File: config.mk
export PLATFORM = sky130hd
export DESIGN_NAME = param_table_reader
export DESIGN_NICKNAME = d
export VERILOG_FILES = /design/src/inc/xspi_p1_pkg.sv /design/src/inc/param_decode_if.sv /design/src/hw/param_table_reader.sv /design/src/hw/param_word_decode.sv
export VERILOG_INCLUDE_DIRS = /design/src /design/src/inc
export SDC_FILE = /design/constraint.sdc
export NUM_CORES = 1
export LEC_CHECK = 0
export BUFFER_PORTS_ARGS = -buffer_cell sky130_fd_sc_hd__clkbuf_2
export CORE_ASPECT_RATIO = 1.1
export CORE_MARGIN = 3
export CORE_UTILIZATION = 38
export CTS_CLUSTER_DIAMETER = 200
export CTS_CLUSTER_SIZE = 30
export DETAILED_ROUTE_END_ITERATION = 8
export HOLD_SLACK_MARGIN = 0.12
export PLACE_DENSITY_LB_ADDON = 0.1
export SYNTH_ARGS = -nofsm -noshare
export SYNTH_HDL_FRONTEND = slang
export SYNTH_HIERARCHICAL = 1
export SYNTH_SLANG_ARGS = --single-unit
File: constraint.sdc
create_clock -name clock -period 4.7 [get_ports clock]
set_input_delay 0.47 -clock clock [delete_from_list [all_inputs] [get_ports clock]]
set_output_delay 0.47 -clock clock [all_outputs]
set_load 0.01 [all_outputs]
File: src/inc/xspi_p1_consts.svh
// constants for the profile 1 parameter table reader
`ifndef XSPI_P1_CONSTS_SVH
`define XSPI_P1_CONSTS_SVH

// clock and timing
`define CLK_PERIOD_NS      8
`define RD_TIMEOUT_NS      8192
`define RD_TIMEOUT_CYCLES  (`RD_TIMEOUT_NS / `CLK_PERIOD_NS)

// table geometry
`define TABLE_WORDS        2'd3
`define WORD_BYTES         24'h000004
`define HDR_LEN_MSB        31
`define HDR_LEN_LSB        24
`define HDR_PTR_MSB        23
`define HDR_PTR_LSB        0
`define MIN_LEN_FIELD      8'h03

// first word fields
`define W1_ADDR_FMT        31
`define W1_PRD_DUMMY       30
`define W1_RDSR_MOD        29
`define W1_RDSR_LAT        28
`define W1_RDREG_MOD       27
`define W1_RDVOL_LAT       26
`define W1_RDNV_LAT        25
`define W1_WRSC_MOD        24
`define W1_WRREG_MOD       23
`define W1_WRREG_DATA      22
`define W1_RSVD_MSB        21
`define W1_RSVD_LSB        16
`define W1_FAST_MSB        15
`define W1_FAST_LSB        8
`define W1_WRAP_MSB        7
`define W1_WRAP_LSB        0

// second word fields
`define W2_RDVOL_MSB       31
`define W2_RDVOL_LSB       24
`define W2_RDNV_MSB        23
`define W2_RDNV_LSB        16
`define W2_WRVOL_MSB       15
`define W2_WRVOL_LSB       8
`define W2_WRNV_MSB        7
`define W2_WRNV_LSB        0

// third word support flags, bit positions
`define SUP_PARAM_READ     31
`define SUP_FAST_WRAP      30
`define SUP_WRAP_SETUP     29
`define SUP_ERASE_4K       28
`define SUP_ERASE_32K      27
`define SUP_ERASE_CHIP     26
`define SUP_RD_CFG         25
`define SUP_RD_FLAG        24
`define SUP_RD_REG         23
`define SUP_RD_VOL         22
`define SUP_RD_NV          21
`define SUP_WR_SC          20
`define SUP_CLR_FLAG       19
`define SUP_WR_REG         18
`define SUP_WR_VOL         17
`define SUP_WR_NV          16
`define SUP_DPD_ENTER      15
`define SUP_DPD_EXIT       14
`define SUP_SOFT_RST       13
`define SUP_RST_EN         12
`define SUP_RST_DEFPROT    11
`define SUP_DEFPROT        10
`define SUP_FLAG_LSB       10
`define W3_RSVD_MSB        9
`define W3_RSVD_LSB        0

// decoded counts
`define DUMMY_SHORT        5'h08
`define DUMMY_LONG         5'h14
`define LAT_SHORT          4'h4
`define LAT_LONG           4'h8
`define MOD_NONE           3'h0
`define MOD_ONE            3'h1
`define MOD_FOUR           3'h4
`define DATA_ONE           2'h1
`define DATA_TWO           2'h2
`define OPCODE_NONE        8'h00

`endif

File: src/inc/xspi_p1_pkg.sv
// types shared by the parameter table reader and its decoder
package xspi_p1_pkg;

  typedef enum logic [3:0] {
    CMD_READ_STATUS,
    CMD_READ_REG,
    CMD_READ_VOL,
    CMD_READ_NV,
    CMD_WRITE_STATUS_CFG,
    CMD_WRITE_REG,
    CMD_WRITE_VOL,
    CMD_WRITE_NV,
    CMD_FAST_READ,
    CMD_FAST_READ_WRAP,
    CMD_PARAM_READ
  } reg_cmd_e;

  typedef struct packed {
    logic       addrLeftJust;
    logic [4:0] paramReadDummy;
    logic [2:0] statusModBytes;
    logic [3:0] statusLatency;
    logic [2:0] regReadModBytes;
    logic [3:0] volReadLatency;
    logic [3:0] nvReadLatency;
    logic [2:0] statusCfgModBytes;
    logic [2:0] regWriteModBytes;
    logic [1:0] regWriteDataBytes;
    logic [7:0] fastReadOp;
    logic [7:0] wrapReadOp;
    logic [7:0] volReadOp;
    logic [7:0] nvReadOp;
    logic [7:0] volWriteOp;
    logic [7:0] nvWriteOp;
    logic [21:0] support;
    logic       reservedSet;
  } table_params_s;

endpackage

File: src/inc/param_decode_if.sv
// raw table words in, decoded parameters out
`timescale 1ns/1ps
interface param_decode_if;
  import xspi_p1_pkg::*;
  logic [31:0]   word1;
  logic [31:0]   word2;
  logic [31:0]   word3;
  table_params_s params;
  modport decoder (input word1, input word2, input word3, output params);
  modport reader  (output word1, output word2, output word3, input params);
endinterface

File: src/hw/param_table_reader.sv
// host side reader of the profile 1 parameter table and register command lookup
`timescale 1ns/1ps
`include "xspi_p1_consts.svh"
module param_table_reader
  import xspi_p1_pkg::*;
#(
  parameter int unsigned TIMEOUT_CYCLES = `RD_TIMEOUT_CYCLES
)(
  // clock and reset
  input  wire logic        clock,
  input  wire logic        rst,
  // user orders: header words and start
  input  wire logic        start,
  input  wire logic [31:0] headerWord1,
  input  wire logic [31:0] headerWord2,
  // device parameter read port
  output logic             devRdReq,
  output logic [23:0]      devRdAddr,
  input  wire logic        devRdAck,
  input  wire logic [31:0] devRdData,
  // status
  output logic             busy,
  output logic             tableValid,
  output logic             errAlign,
  output logic             errLength,
  output logic             errTimeout,
  output logic             reservedWarn,
  // decoded parameter read format
  output logic             paramAddrLeftJust,
  output logic [4:0]       paramDummyCycles,
  output logic [21:0]      supportFlags,
  // command lookup for the sequencer
  input  wire reg_cmd_e    cmdSel,
  output logic             cmdAllowed,
  output logic [7:0]       cmdOpcode,
  output logic [3:0]       cmdLatency,
  output logic [2:0]       cmdModBytes,
  output logic [1:0]       cmdDataBytes
);

  typedef enum logic [2:0] {
    ST_IDLE,
    ST_CHECK,
    ST_READ,
    ST_WAIT,
    ST_LATCH
  } rd_state_e;

  localparam logic [1:0] LAST_IDX = 2'(`TABLE_WORDS - 2'd1);

  rd_state_e     state;
  rd_state_e     next_state;
  logic [23:0]   tablePtr;
  logic [7:0]    tableLen;
  logic [1:0]    wordIdx;
  logic [31:0]   rawWord [3];
  logic [31:0]   waitCount;
  table_params_s params;
  logic          timeoutHit;

  param_decode_if decIf ();

  assign decIf.word1 = rawWord[0];
  assign decIf.word2 = rawWord[1];
  assign decIf.word3 = rawWord[2];

  param_word_decode decoder (
    .dec (decIf.decoder)
  );

  assign timeoutHit = (waitCount >= TIMEOUT_CYCLES - 1);

  // sequencing of the three word reads
  always_comb begin
    next_state = state;
    case (state)
      ST_IDLE: begin
        if (start) begin
          next_state = ST_CHECK;
        end
      end
      ST_CHECK: begin
        if ((tablePtr[1:0] != 2'b00) || (tableLen < `MIN_LEN_FIELD)) begin
          next_state = ST_IDLE;
        end else begin
          next_state = ST_READ;
        end
      end
      ST_READ: begin
        next_state = ST_WAIT;
      end
      ST_WAIT: begin
        if (devRdAck) begin
          next_state = (wordIdx == LAST_IDX) ? ST_LATCH : ST_READ;
        end else if (timeoutHit) begin
          next_state = ST_IDLE;
        end
      end
      ST_LATCH: begin
        next_state = ST_IDLE;
      end
      default: begin
        next_state = ST_IDLE;
      end
    endcase
  end

  always_ff @(posedge clock) begin
    if (rst) begin
      state <= ST_IDLE;
    end else begin
      state <= next_state;
    end
  end

  // header capture: pointer and one-based length
  always_ff @(posedge clock) begin
    if (rst) begin
      tablePtr <= '0;
      tableLen <= '0;
    end else if (state == ST_IDLE && start) begin
      tablePtr <= headerWord2[`HDR_PTR_MSB:`HDR_PTR_LSB];
      tableLen <= headerWord1[`HDR_LEN_MSB:`HDR_LEN_LSB];
    end
  end

  // header checks; a fresh start clears old errors
  always_ff @(posedge clock) begin
    if (rst) begin
      errAlign   <= 1'b0;
      errLength  <= 1'b0;
      errTimeout <= 1'b0;
    end else if (state == ST_IDLE && start) begin
      errAlign   <= 1'b0;
      errLength  <= 1'b0;
      errTimeout <= 1'b0;
    end else begin
      if (state == ST_CHECK) begin
        errAlign  <= (tablePtr[1:0] != 2'b00);
        // three words needed, the field value 3 means three words
        errLength <= (tableLen < `MIN_LEN_FIELD);
      end
      if (state == ST_WAIT && !devRdAck && timeoutHit) begin
        errTimeout <= 1'b1;
      end
    end
  end

  // word index and device read port; reads only, the table is never written
  always_ff @(posedge clock) begin
    if (rst) begin
      wordIdx   <= '0;
      devRdReq  <= 1'b0;
      devRdAddr <= '0;
    end else begin
      case (state)
        ST_CHECK: begin
          wordIdx <= '0;
        end
        ST_READ: begin
          devRdReq  <= 1'b1;
          devRdAddr <= tablePtr + {22'h000000, wordIdx} * `WORD_BYTES;
        end
        ST_WAIT: begin
          if (devRdAck || timeoutHit) begin
            devRdReq <= 1'b0;
          end
          if (devRdAck) begin
            wordIdx <= wordIdx + 2'd1;
          end
        end
        default: begin
          devRdReq <= 1'b0;
        end
      endcase
    end
  end

  // words land in flops; the decoder sees them one cycle later
  always_ff @(posedge clock) begin
    if (rst) begin
      rawWord[0] <= '0;
      rawWord[1] <= '0;
      rawWord[2] <= '0;
    end else if (state == ST_WAIT && devRdAck) begin
      rawWord[wordIdx] <= devRdData;
    end
  end

  // request watchdog so a silent device cannot hang the reader
  always_ff @(posedge clock) begin
    if (rst) begin
      waitCount <= '0;
    end else if (state == ST_WAIT) begin
      waitCount <= waitCount + 32'd1;
    end else begin
      waitCount <= '0;
    end
  end

  // decoded table held once complete
  always_ff @(posedge clock) begin
    if (rst) begin
      params       <= '0;
      tableValid   <= 1'b0;
      reservedWarn <= 1'b0;
    end else if (state == ST_IDLE && start) begin
      tableValid <= 1'b0;
    end else if (state == ST_LATCH) begin
      params       <= decIf.params;
      tableValid   <= 1'b1;
      reservedWarn <= decIf.params.reservedSet;
    end
  end

  always_ff @(posedge clock) begin
    if (rst) begin
      busy <= 1'b0;
    end else begin
      busy <= (next_state != ST_IDLE);
    end
  end

  // parameter read format, only meaningful where that read is offered
  always_ff @(posedge clock) begin
    if (rst) begin
      paramAddrLeftJust <= 1'b0;
      paramDummyCycles  <= `DUMMY_SHORT;
      supportFlags      <= '0;
    end else begin
      supportFlags <= tableValid ? params.support : '0;
      if (tableValid && params.support[`SUP_PARAM_READ - `SUP_FLAG_LSB]) begin
        paramAddrLeftJust <= params.addrLeftJust;
        paramDummyCycles  <= params.paramReadDummy;
      end else begin
        paramAddrLeftJust <= 1'b0;
        paramDummyCycles  <= `DUMMY_SHORT;
      end
    end
  end

  // support lookup per command; status read, fast read, fast read wrap need care
  function automatic logic flagOf(input logic [21:0] sup, input int unsigned pos);
    flagOf = sup[pos - `SUP_FLAG_LSB];
  endfunction

  logic       lookAllowed;
  logic [7:0] lookOpcode;
  logic [3:0] lookLatency;
  logic [2:0] lookModBytes;
  logic [1:0] lookDataBytes;

  always_comb begin
    lookAllowed   = 1'b0;
    lookOpcode    = `OPCODE_NONE;
    lookLatency   = '0;
    lookModBytes  = `MOD_NONE;
    lookDataBytes = '0;
    case (cmdSel)
      CMD_READ_STATUS: begin
        // mandatory, no flag to consult
        lookAllowed  = 1'b1;
        lookLatency  = params.statusLatency;
        lookModBytes = params.statusModBytes;
      end
      CMD_FAST_READ: begin
        lookAllowed = 1'b1;
        lookOpcode  = params.fastReadOp;
      end
      CMD_FAST_READ_WRAP: begin
        lookAllowed = flagOf(params.support, `SUP_FAST_WRAP)
                    && (params.wrapReadOp != `OPCODE_NONE);
        lookOpcode  = lookAllowed ? params.wrapReadOp : `OPCODE_NONE;
      end
      CMD_READ_REG: begin
        lookAllowed  = flagOf(params.support, `SUP_RD_REG);
        lookModBytes = lookAllowed ? params.regReadModBytes : `MOD_NONE;
      end
      CMD_READ_VOL: begin
        lookAllowed = flagOf(params.support, `SUP_RD_VOL);
        lookOpcode  = lookAllowed ? params.volReadOp : `OPCODE_NONE;
        lookLatency = lookAllowed ? params.volReadLatency : '0;
      end
      CMD_READ_NV: begin
        lookAllowed = flagOf(params.support, `SUP_RD_NV);
        lookOpcode  = lookAllowed ? params.nvReadOp : `OPCODE_NONE;
        lookLatency = lookAllowed ? params.nvReadLatency : '0;
      end
      CMD_WRITE_STATUS_CFG: begin
        lookAllowed  = flagOf(params.support, `SUP_WR_SC);
        lookModBytes = lookAllowed ? params.statusCfgModBytes : `MOD_NONE;
      end
      CMD_WRITE_REG: begin
        lookAllowed   = flagOf(params.support, `SUP_WR_REG);
        lookModBytes  = lookAllowed ? params.regWriteModBytes : `MOD_NONE;
        lookDataBytes = lookAllowed ? params.regWriteDataBytes : '0;
      end
      CMD_WRITE_VOL: begin
        lookAllowed = flagOf(params.support, `SUP_WR_VOL);
        lookOpcode  = lookAllowed ? params.volWriteOp : `OPCODE_NONE;
      end
      CMD_WRITE_NV: begin
        lookAllowed = flagOf(params.support, `SUP_WR_NV);
        lookOpcode  = lookAllowed ? params.nvWriteOp : `OPCODE_NONE;
      end
      CMD_PARAM_READ: begin
        lookAllowed = flagOf(params.support, `SUP_PARAM_READ);
        lookLatency = '0;
      end
      default: begin
        lookAllowed = 1'b0;
      end
    endcase
  end

  // nothing is offered before a complete table has been read
  always_ff @(posedge clock) begin
    if (rst) begin
      cmdAllowed   <= 1'b0;
      cmdOpcode    <= `OPCODE_NONE;
      cmdLatency   <= '0;
      cmdModBytes  <= `MOD_NONE;
      cmdDataBytes <= '0;
    end else if (tableValid) begin
      cmdAllowed   <= lookAllowed;
      cmdOpcode    <= lookOpcode;
      cmdLatency   <= lookLatency;
      cmdModBytes  <= lookModBytes;
      cmdDataBytes <= lookDataBytes;
    end else begin
      cmdAllowed   <= 1'b0;
      cmdOpcode    <= `OPCODE_NONE;
      cmdLatency   <= '0;
      cmdModBytes  <= `MOD_NONE;
      cmdDataBytes <= '0;
    end
  end

endmodule

File: src/hw/param_word_decode.sv
// combinational field decode of the three parameter words
`timescale 1ns/1ps
`include "xspi_p1_consts.svh"
module param_word_decode
  import xspi_p1_pkg::*;
(
  // raw words and decoded fields
  param_decode_if.decoder dec
);

  logic [31:0] w1;
  logic [31:0] w2;
  logic [31:0] w3;

  assign w1 = dec.word1;
  assign w2 = dec.word2;
  assign w3 = dec.word3;

  always_comb begin
    dec.params = '0;
    dec.params.addrLeftJust      = w1[`W1_ADDR_FMT];
    dec.params.paramReadDummy    = w1[`W1_PRD_DUMMY] ? `DUMMY_LONG : `DUMMY_SHORT;
    dec.params.statusModBytes    = w1[`W1_RDSR_MOD] ? `MOD_FOUR : `MOD_NONE;
    dec.params.statusLatency     = w1[`W1_RDSR_LAT] ? `LAT_LONG : `LAT_SHORT;
    dec.params.regReadModBytes   = w1[`W1_RDREG_MOD] ? `MOD_FOUR : `MOD_ONE;
    dec.params.volReadLatency    = w1[`W1_RDVOL_LAT] ? `LAT_LONG : `LAT_SHORT;
    dec.params.nvReadLatency     = w1[`W1_RDNV_LAT] ? `LAT_LONG : `LAT_SHORT;
    dec.params.statusCfgModBytes = w1[`W1_WRSC_MOD] ? `MOD_FOUR : `MOD_NONE;
    dec.params.regWriteModBytes  = w1[`W1_WRREG_MOD] ? `MOD_FOUR : `MOD_ONE;
    dec.params.regWriteDataBytes = w1[`W1_WRREG_DATA] ? `DATA_TWO : `DATA_ONE;
    dec.params.fastReadOp        = w1[`W1_FAST_MSB:`W1_FAST_LSB];
    dec.params.wrapReadOp        = w1[`W1_WRAP_MSB:`W1_WRAP_LSB];
    dec.params.volReadOp         = w2[`W2_RDVOL_MSB:`W2_RDVOL_LSB];
    dec.params.nvReadOp          = w2[`W2_RDNV_MSB:`W2_RDNV_LSB];
    dec.params.volWriteOp        = w2[`W2_WRVOL_MSB:`W2_WRVOL_LSB];
    dec.params.nvWriteOp         = w2[`W2_WRNV_MSB:`W2_WRNV_LSB];
    // flags kept as one vector, bit 0 is the lowest defined flag
    dec.params.support           = w3[`SUP_PARAM_READ:`SUP_FLAG_LSB];
    // a reserved bit seen set is reported, never acted on
    dec.params.reservedSet       = (|w1[`W1_RSVD_MSB:`W1_RSVD_LSB])
                                 | (|w3[`W3_RSVD_MSB:`W3_RSVD_LSB]);
  end

endmodule

# Yosys cells after proc, flatten, opt, wreduce, memory -nomap -nowiden

Memory sizes are Yosys's and may differ from the RTL's. A register that Yosys moved wholly into a read port is not among the register bits.
Cells that the tools add are included.

Register bits: 216
Bits in writable memories: 96
Output and inout bits: 77
Memories kept: 1

Memories:

| name    | words | bits a word | read ports | clocked after Yosys merged registers in | write ports | RTL line                 | source |
|---|---|---|---|---|---|---|---|
| rawWord | 3     | 32          | 3          | 1                                       | 3           | param_table_reader.sv:56 | `logic [31:0] rawWord [3];` |

Add/sub/neg operators: 3
$lt $le $gt $ge: 2
Eq/ne operators: 17
Mux-type cells: 41
Bitwise logic cells: 8
Reduce and logical (&&, ||, !) cells: 27

Operators with widths:

| kind                    | count |
|---|---|
| $pmux W8 S6             | 1 |
| $mux W8                 | 5 |
| $mux W3                 | 11 |
| $add A32 B1 Y32 const B | 1 |
| $ge A32 B10 Y1 const B  | 1 |
| $mux W32                | 1 |
| $reduce_or A32 Y1       | 1 |
| $add A24 B4 Y24         | 1 |
| $pmux W3 S4             | 2 |
| $mux W4                 | 5 |
| $eq A4 B3 Y1 const B    | 4 |
| $eq A4 B4 Y1 const B    | 3 |
| $pmux W4 S3             | 1 |
| $pmux W1 S10            | 1 |
| $reduce_or A10 Y1       | 1 |
| $reduce_or A2 Y1        | 5 |
| $eq A4 B2 Y1 const B    | 2 |
| $lt A8 B2 Y1 const B    | 1 |
| $mux W2                 | 4 |
| $reduce_bool A8 Y1      | 1 |
| $mux W1                 | 7 |
| $not A1 Y1              | 7 |
| $eq A3 B2 Y1 const B    | 2 |
| $logic_and A1 B1 Y1     | 6 |
| other kinds (20)        | 24 |

# Depth between registers and ports, before layout

Word-level depth: 7
Depth in mapped cells: 8
Depth with buffers taken out: 7

# Hierarchy

Netlist, hierarchy kept.

Modules (own cells, without submodules):

| module             | times used | cells an instance | area each (um^2) | seq. area each (um^2) |
|---|---|---|---|---|
| param_table_reader | 1          | 1379              | 13247.7          | 7847.5 |
| param_word_decode  | 1          | 108               | 774.5            | 0.0 |

# Worst setup path after synthesis

OpenSTA, ideal clock, no wires.

Path kind: reg-to-reg
Start: reg state[1]
End: mem rawWord[0][0] (enable)
Arrival time: 2.054 ns
Path slack: 2.257 ns
Cell stages (with the launch flop): 7
Path buffers: 2
Clock period less this slack: 2.443 ns
Cell sequence: dfxtp_1 -> clkbuf_1 -> nand4b_1 -> nor2_1 -> clkbuf_1 -> nand2_1 -> nand2_1

RTL lines:

| what                     | RTL line                  | source |
|---|---|---|
| start: declaration       | param_table_reader.sv:51  | `rd_state_e state;` |
| start signal: assignment | param_table_reader.sv:112 | `state <= next_state;` |
| end: declaration         | param_table_reader.sv:56  |  |

==> metrics.cfg <==
[status]
outcome = finished clean

[timing]
worst_pin_slew_ps = 1071
period_needed_ps = 2767
finalSetupTns_ps = 0
hold_viol = 0
final_max_slew_viol_count = 0
max-slew-margin-rel_pct = 28.48
clock_skew_ps = 33.04
fmax_ghz = 0.3614
setup_violations = 0
fin_crit_sh_pct = 58.87
rsz0062_at_grt = no

[global_route]
grt_util_all_layers_pct = 17.19
grt_pass1_wl_um = 54650
antenna_found_initial = 5
grt_max_degree = 79
grt_overflow = 0
grt_pass1_vias = 9659

[layout]
nets = 1599
syn_to_final_growth_pct = 6.558
drive_above_1_share_pct = 13.84
seqCellArea_um2 = 7848
multi_input_area_um2 = 5109
fillers = 3708
fin_area_um2 = 14940

[setup_path]
arrival_ps = 2910
startpoint_type = register
critPathTopFamily = simple AND/OR/NAND/NOR gates
critPathRequiredTime_ps = 4840
end_kind = register
worst-path-buf-inv = 0
worstPathCellList = nand4b_1 -> nor2_4 -> and2_1 -> or2_2
cp_slowest_cell = or2_2
cp_max_fo = 38
path_class = reg2reg
slowest_delay_ps = 680

[synthesis]
ys.flop_type = dfxtp_1
seq_area_frac_synth_pct = 55.97
synth-seq-cells = 344
synth_most_common_cell = nand2_1
yosysWarningCount = 6
synth_area_um2 = 14020
synth_edf_count = 96
synthTopCellsByCount = nand2_1, dfxtp_1, a21oi_1
netlist.area_leader.share_pct = 35.41
synth_cell_types = 58
syn_avg_cell_area_um2 = 9.430
netlist_instances = 1487
postSynth.asyncResetShare_pct = 0
ys_top_cells_by_area = dfxtp_1, edfxtp_1, nand2_1, a21oi_1, buf_4
post-synth-top-area-cell = dfxtp_1

[cts]
post_cts_buffers = 0
htreeDepth = 1
cts_root_buffer = clkbuf_16
hold_buffers = 0
cts.sinks = 344
cts_inserted_buffers = 15
cts_tree = built
clk_path_buf_depth = 3
clkLatencyLatePin_ps = 520
ctsResizeCount = 0
cts.clk_slew.worst_paths_ps = 120

[detailed_routing]
ant_nets = 0
vias = 10060
wire_per_inst_um = 17.39
via_per_inst = 5.069
drtPass1Iterations = 5
drc = 0
drt_iter0_drc = 619
wl_um = 34510

[floorplan]
ioPinCount = 181
start_util_pct = 38.67
dieArea_um2 = 39240
die_y_um = 207.5
die_w_um = 189.2
rows = 73
core-area_um2 = 36260

[job]
drv_cap = 0

[place]
io_buffer_count = 148
dpl_cell_area_um2 = 14510
hpwl_um = 22690
place.gp.congestion = 0.7485

[power_and_ir_drop]
p_per_area_nw_per_um2 = 333.2
peakVddDrop_uv = 198.2
p_leak_nw = 5.684

[min_path]
holdCritPathClass = in2reg

[tightest hold or removal path, cell delays in order]
cell and delay (ps):
clkbuf_2 80, nand2_1 40, a21oi_1 50
[cell usage in the layout, fill, tap and decap left out, drive strengths merged, types with 15 or more instances in the layout]
master  count
nand2     305
dfxtp     248
clkbuf    171
a21oi     157
and3      111
edfxtp     96
nor2       48
a22oi      31
and2       26
o21ai      25
inv        23
nand3      23
a31oi      19
buf        17
nor4       15
[worst paths after layout]
path,from,endpoint,slack (ps),cells past startpoint
max,state[2],rawWord[2][3],1930,4
min,headerWord1[30],tableLen[6],160,3
max reg2reg,state[2],rawWord[2][3],1930,4
min reg2reg,params[97],params[97],460,2
[report_power, final]
group          internal (mW)  switching (mW)  leakage [nW]  total [mW]
registers               3.11          0.0441          2.99        3.16
clock network          0.621           0.933         0.203        1.55
logic                 0.0898           0.179          2.49       0.269
total                   3.82            1.16          5.68        4.98
[through the flow]
stage / power [mW] / worst slack, ps / std cells / hold WS [ps] / util (%)
after floorplan: 3.407 / 2257 / 1500 / 410.7 / -
after global placement: 3.494 / 1886 / 1958 / 435.2 / 40.02
after detailed placement: 3.498 / 1864 / 1958 / 444.0 / 40.02
after CTS: 5.064 / 1913 / 1983 / 136.3 / 41.19
after global routing: 5.189 / 1722 / 1983 / 139.1 / 41.19
final: 4.978 / 1933 / 1985 / 163.8 / 41.21
[state kept, by name (all words and copies together) (netlist names), 2 cells and up]
name and count:
params 102, rawWord 96, waitCount 32, devRdAddr 24
tablePtr 24, supportFlags 22, cmdOpcode 8, tableLen 8
paramDummyCycles 5, cmdLatency 4, cmdModBytes 3, state 3
cmdDataBytes 2, wordIdx 2
[kinds of logic (layout without fill, tap and decap cells)]
group	Yosys count	after routing	share of synthesized area, %
adder cells (fa/ha/maj)	7	7	0.6781
multiplexers	16	16	1.240
XOR/XNOR	18	18	1.124
AO/OA/AOI/OAI	268	268	11.13
buffers and inverters	215	211	8.325
other	1	16	0.02674
AND/OR/NAND/NOR	618	618	21.51
flip-flops	344	344	55.96
[area by class of cell]
class,count,share of cell area [%]
Clock buffer,24,2.738
Inverter,22,0.5527
Multi-Input combinational cell,941,34.19
Clock inverter,1,0.1089
Tap cell,487,4.078
Sequential cell,344,52.52
Antenna cell,2,0.03350
Timing Repair Buffer,164,5.778
[layer usage]
metal | vias to the layer above | share of wire [%] | GRT usage (%)
met3 | 39 | 5.5 | 3.513
met1 | 4797 | 45 | 22.77
met2 | 186 | 48 | 29.05
met4 | 6 | 1.9 | 3.802
li1 | 5033 | - | -
met5 | - | 0.13 | 0
(Power assumes the default switching activity.)
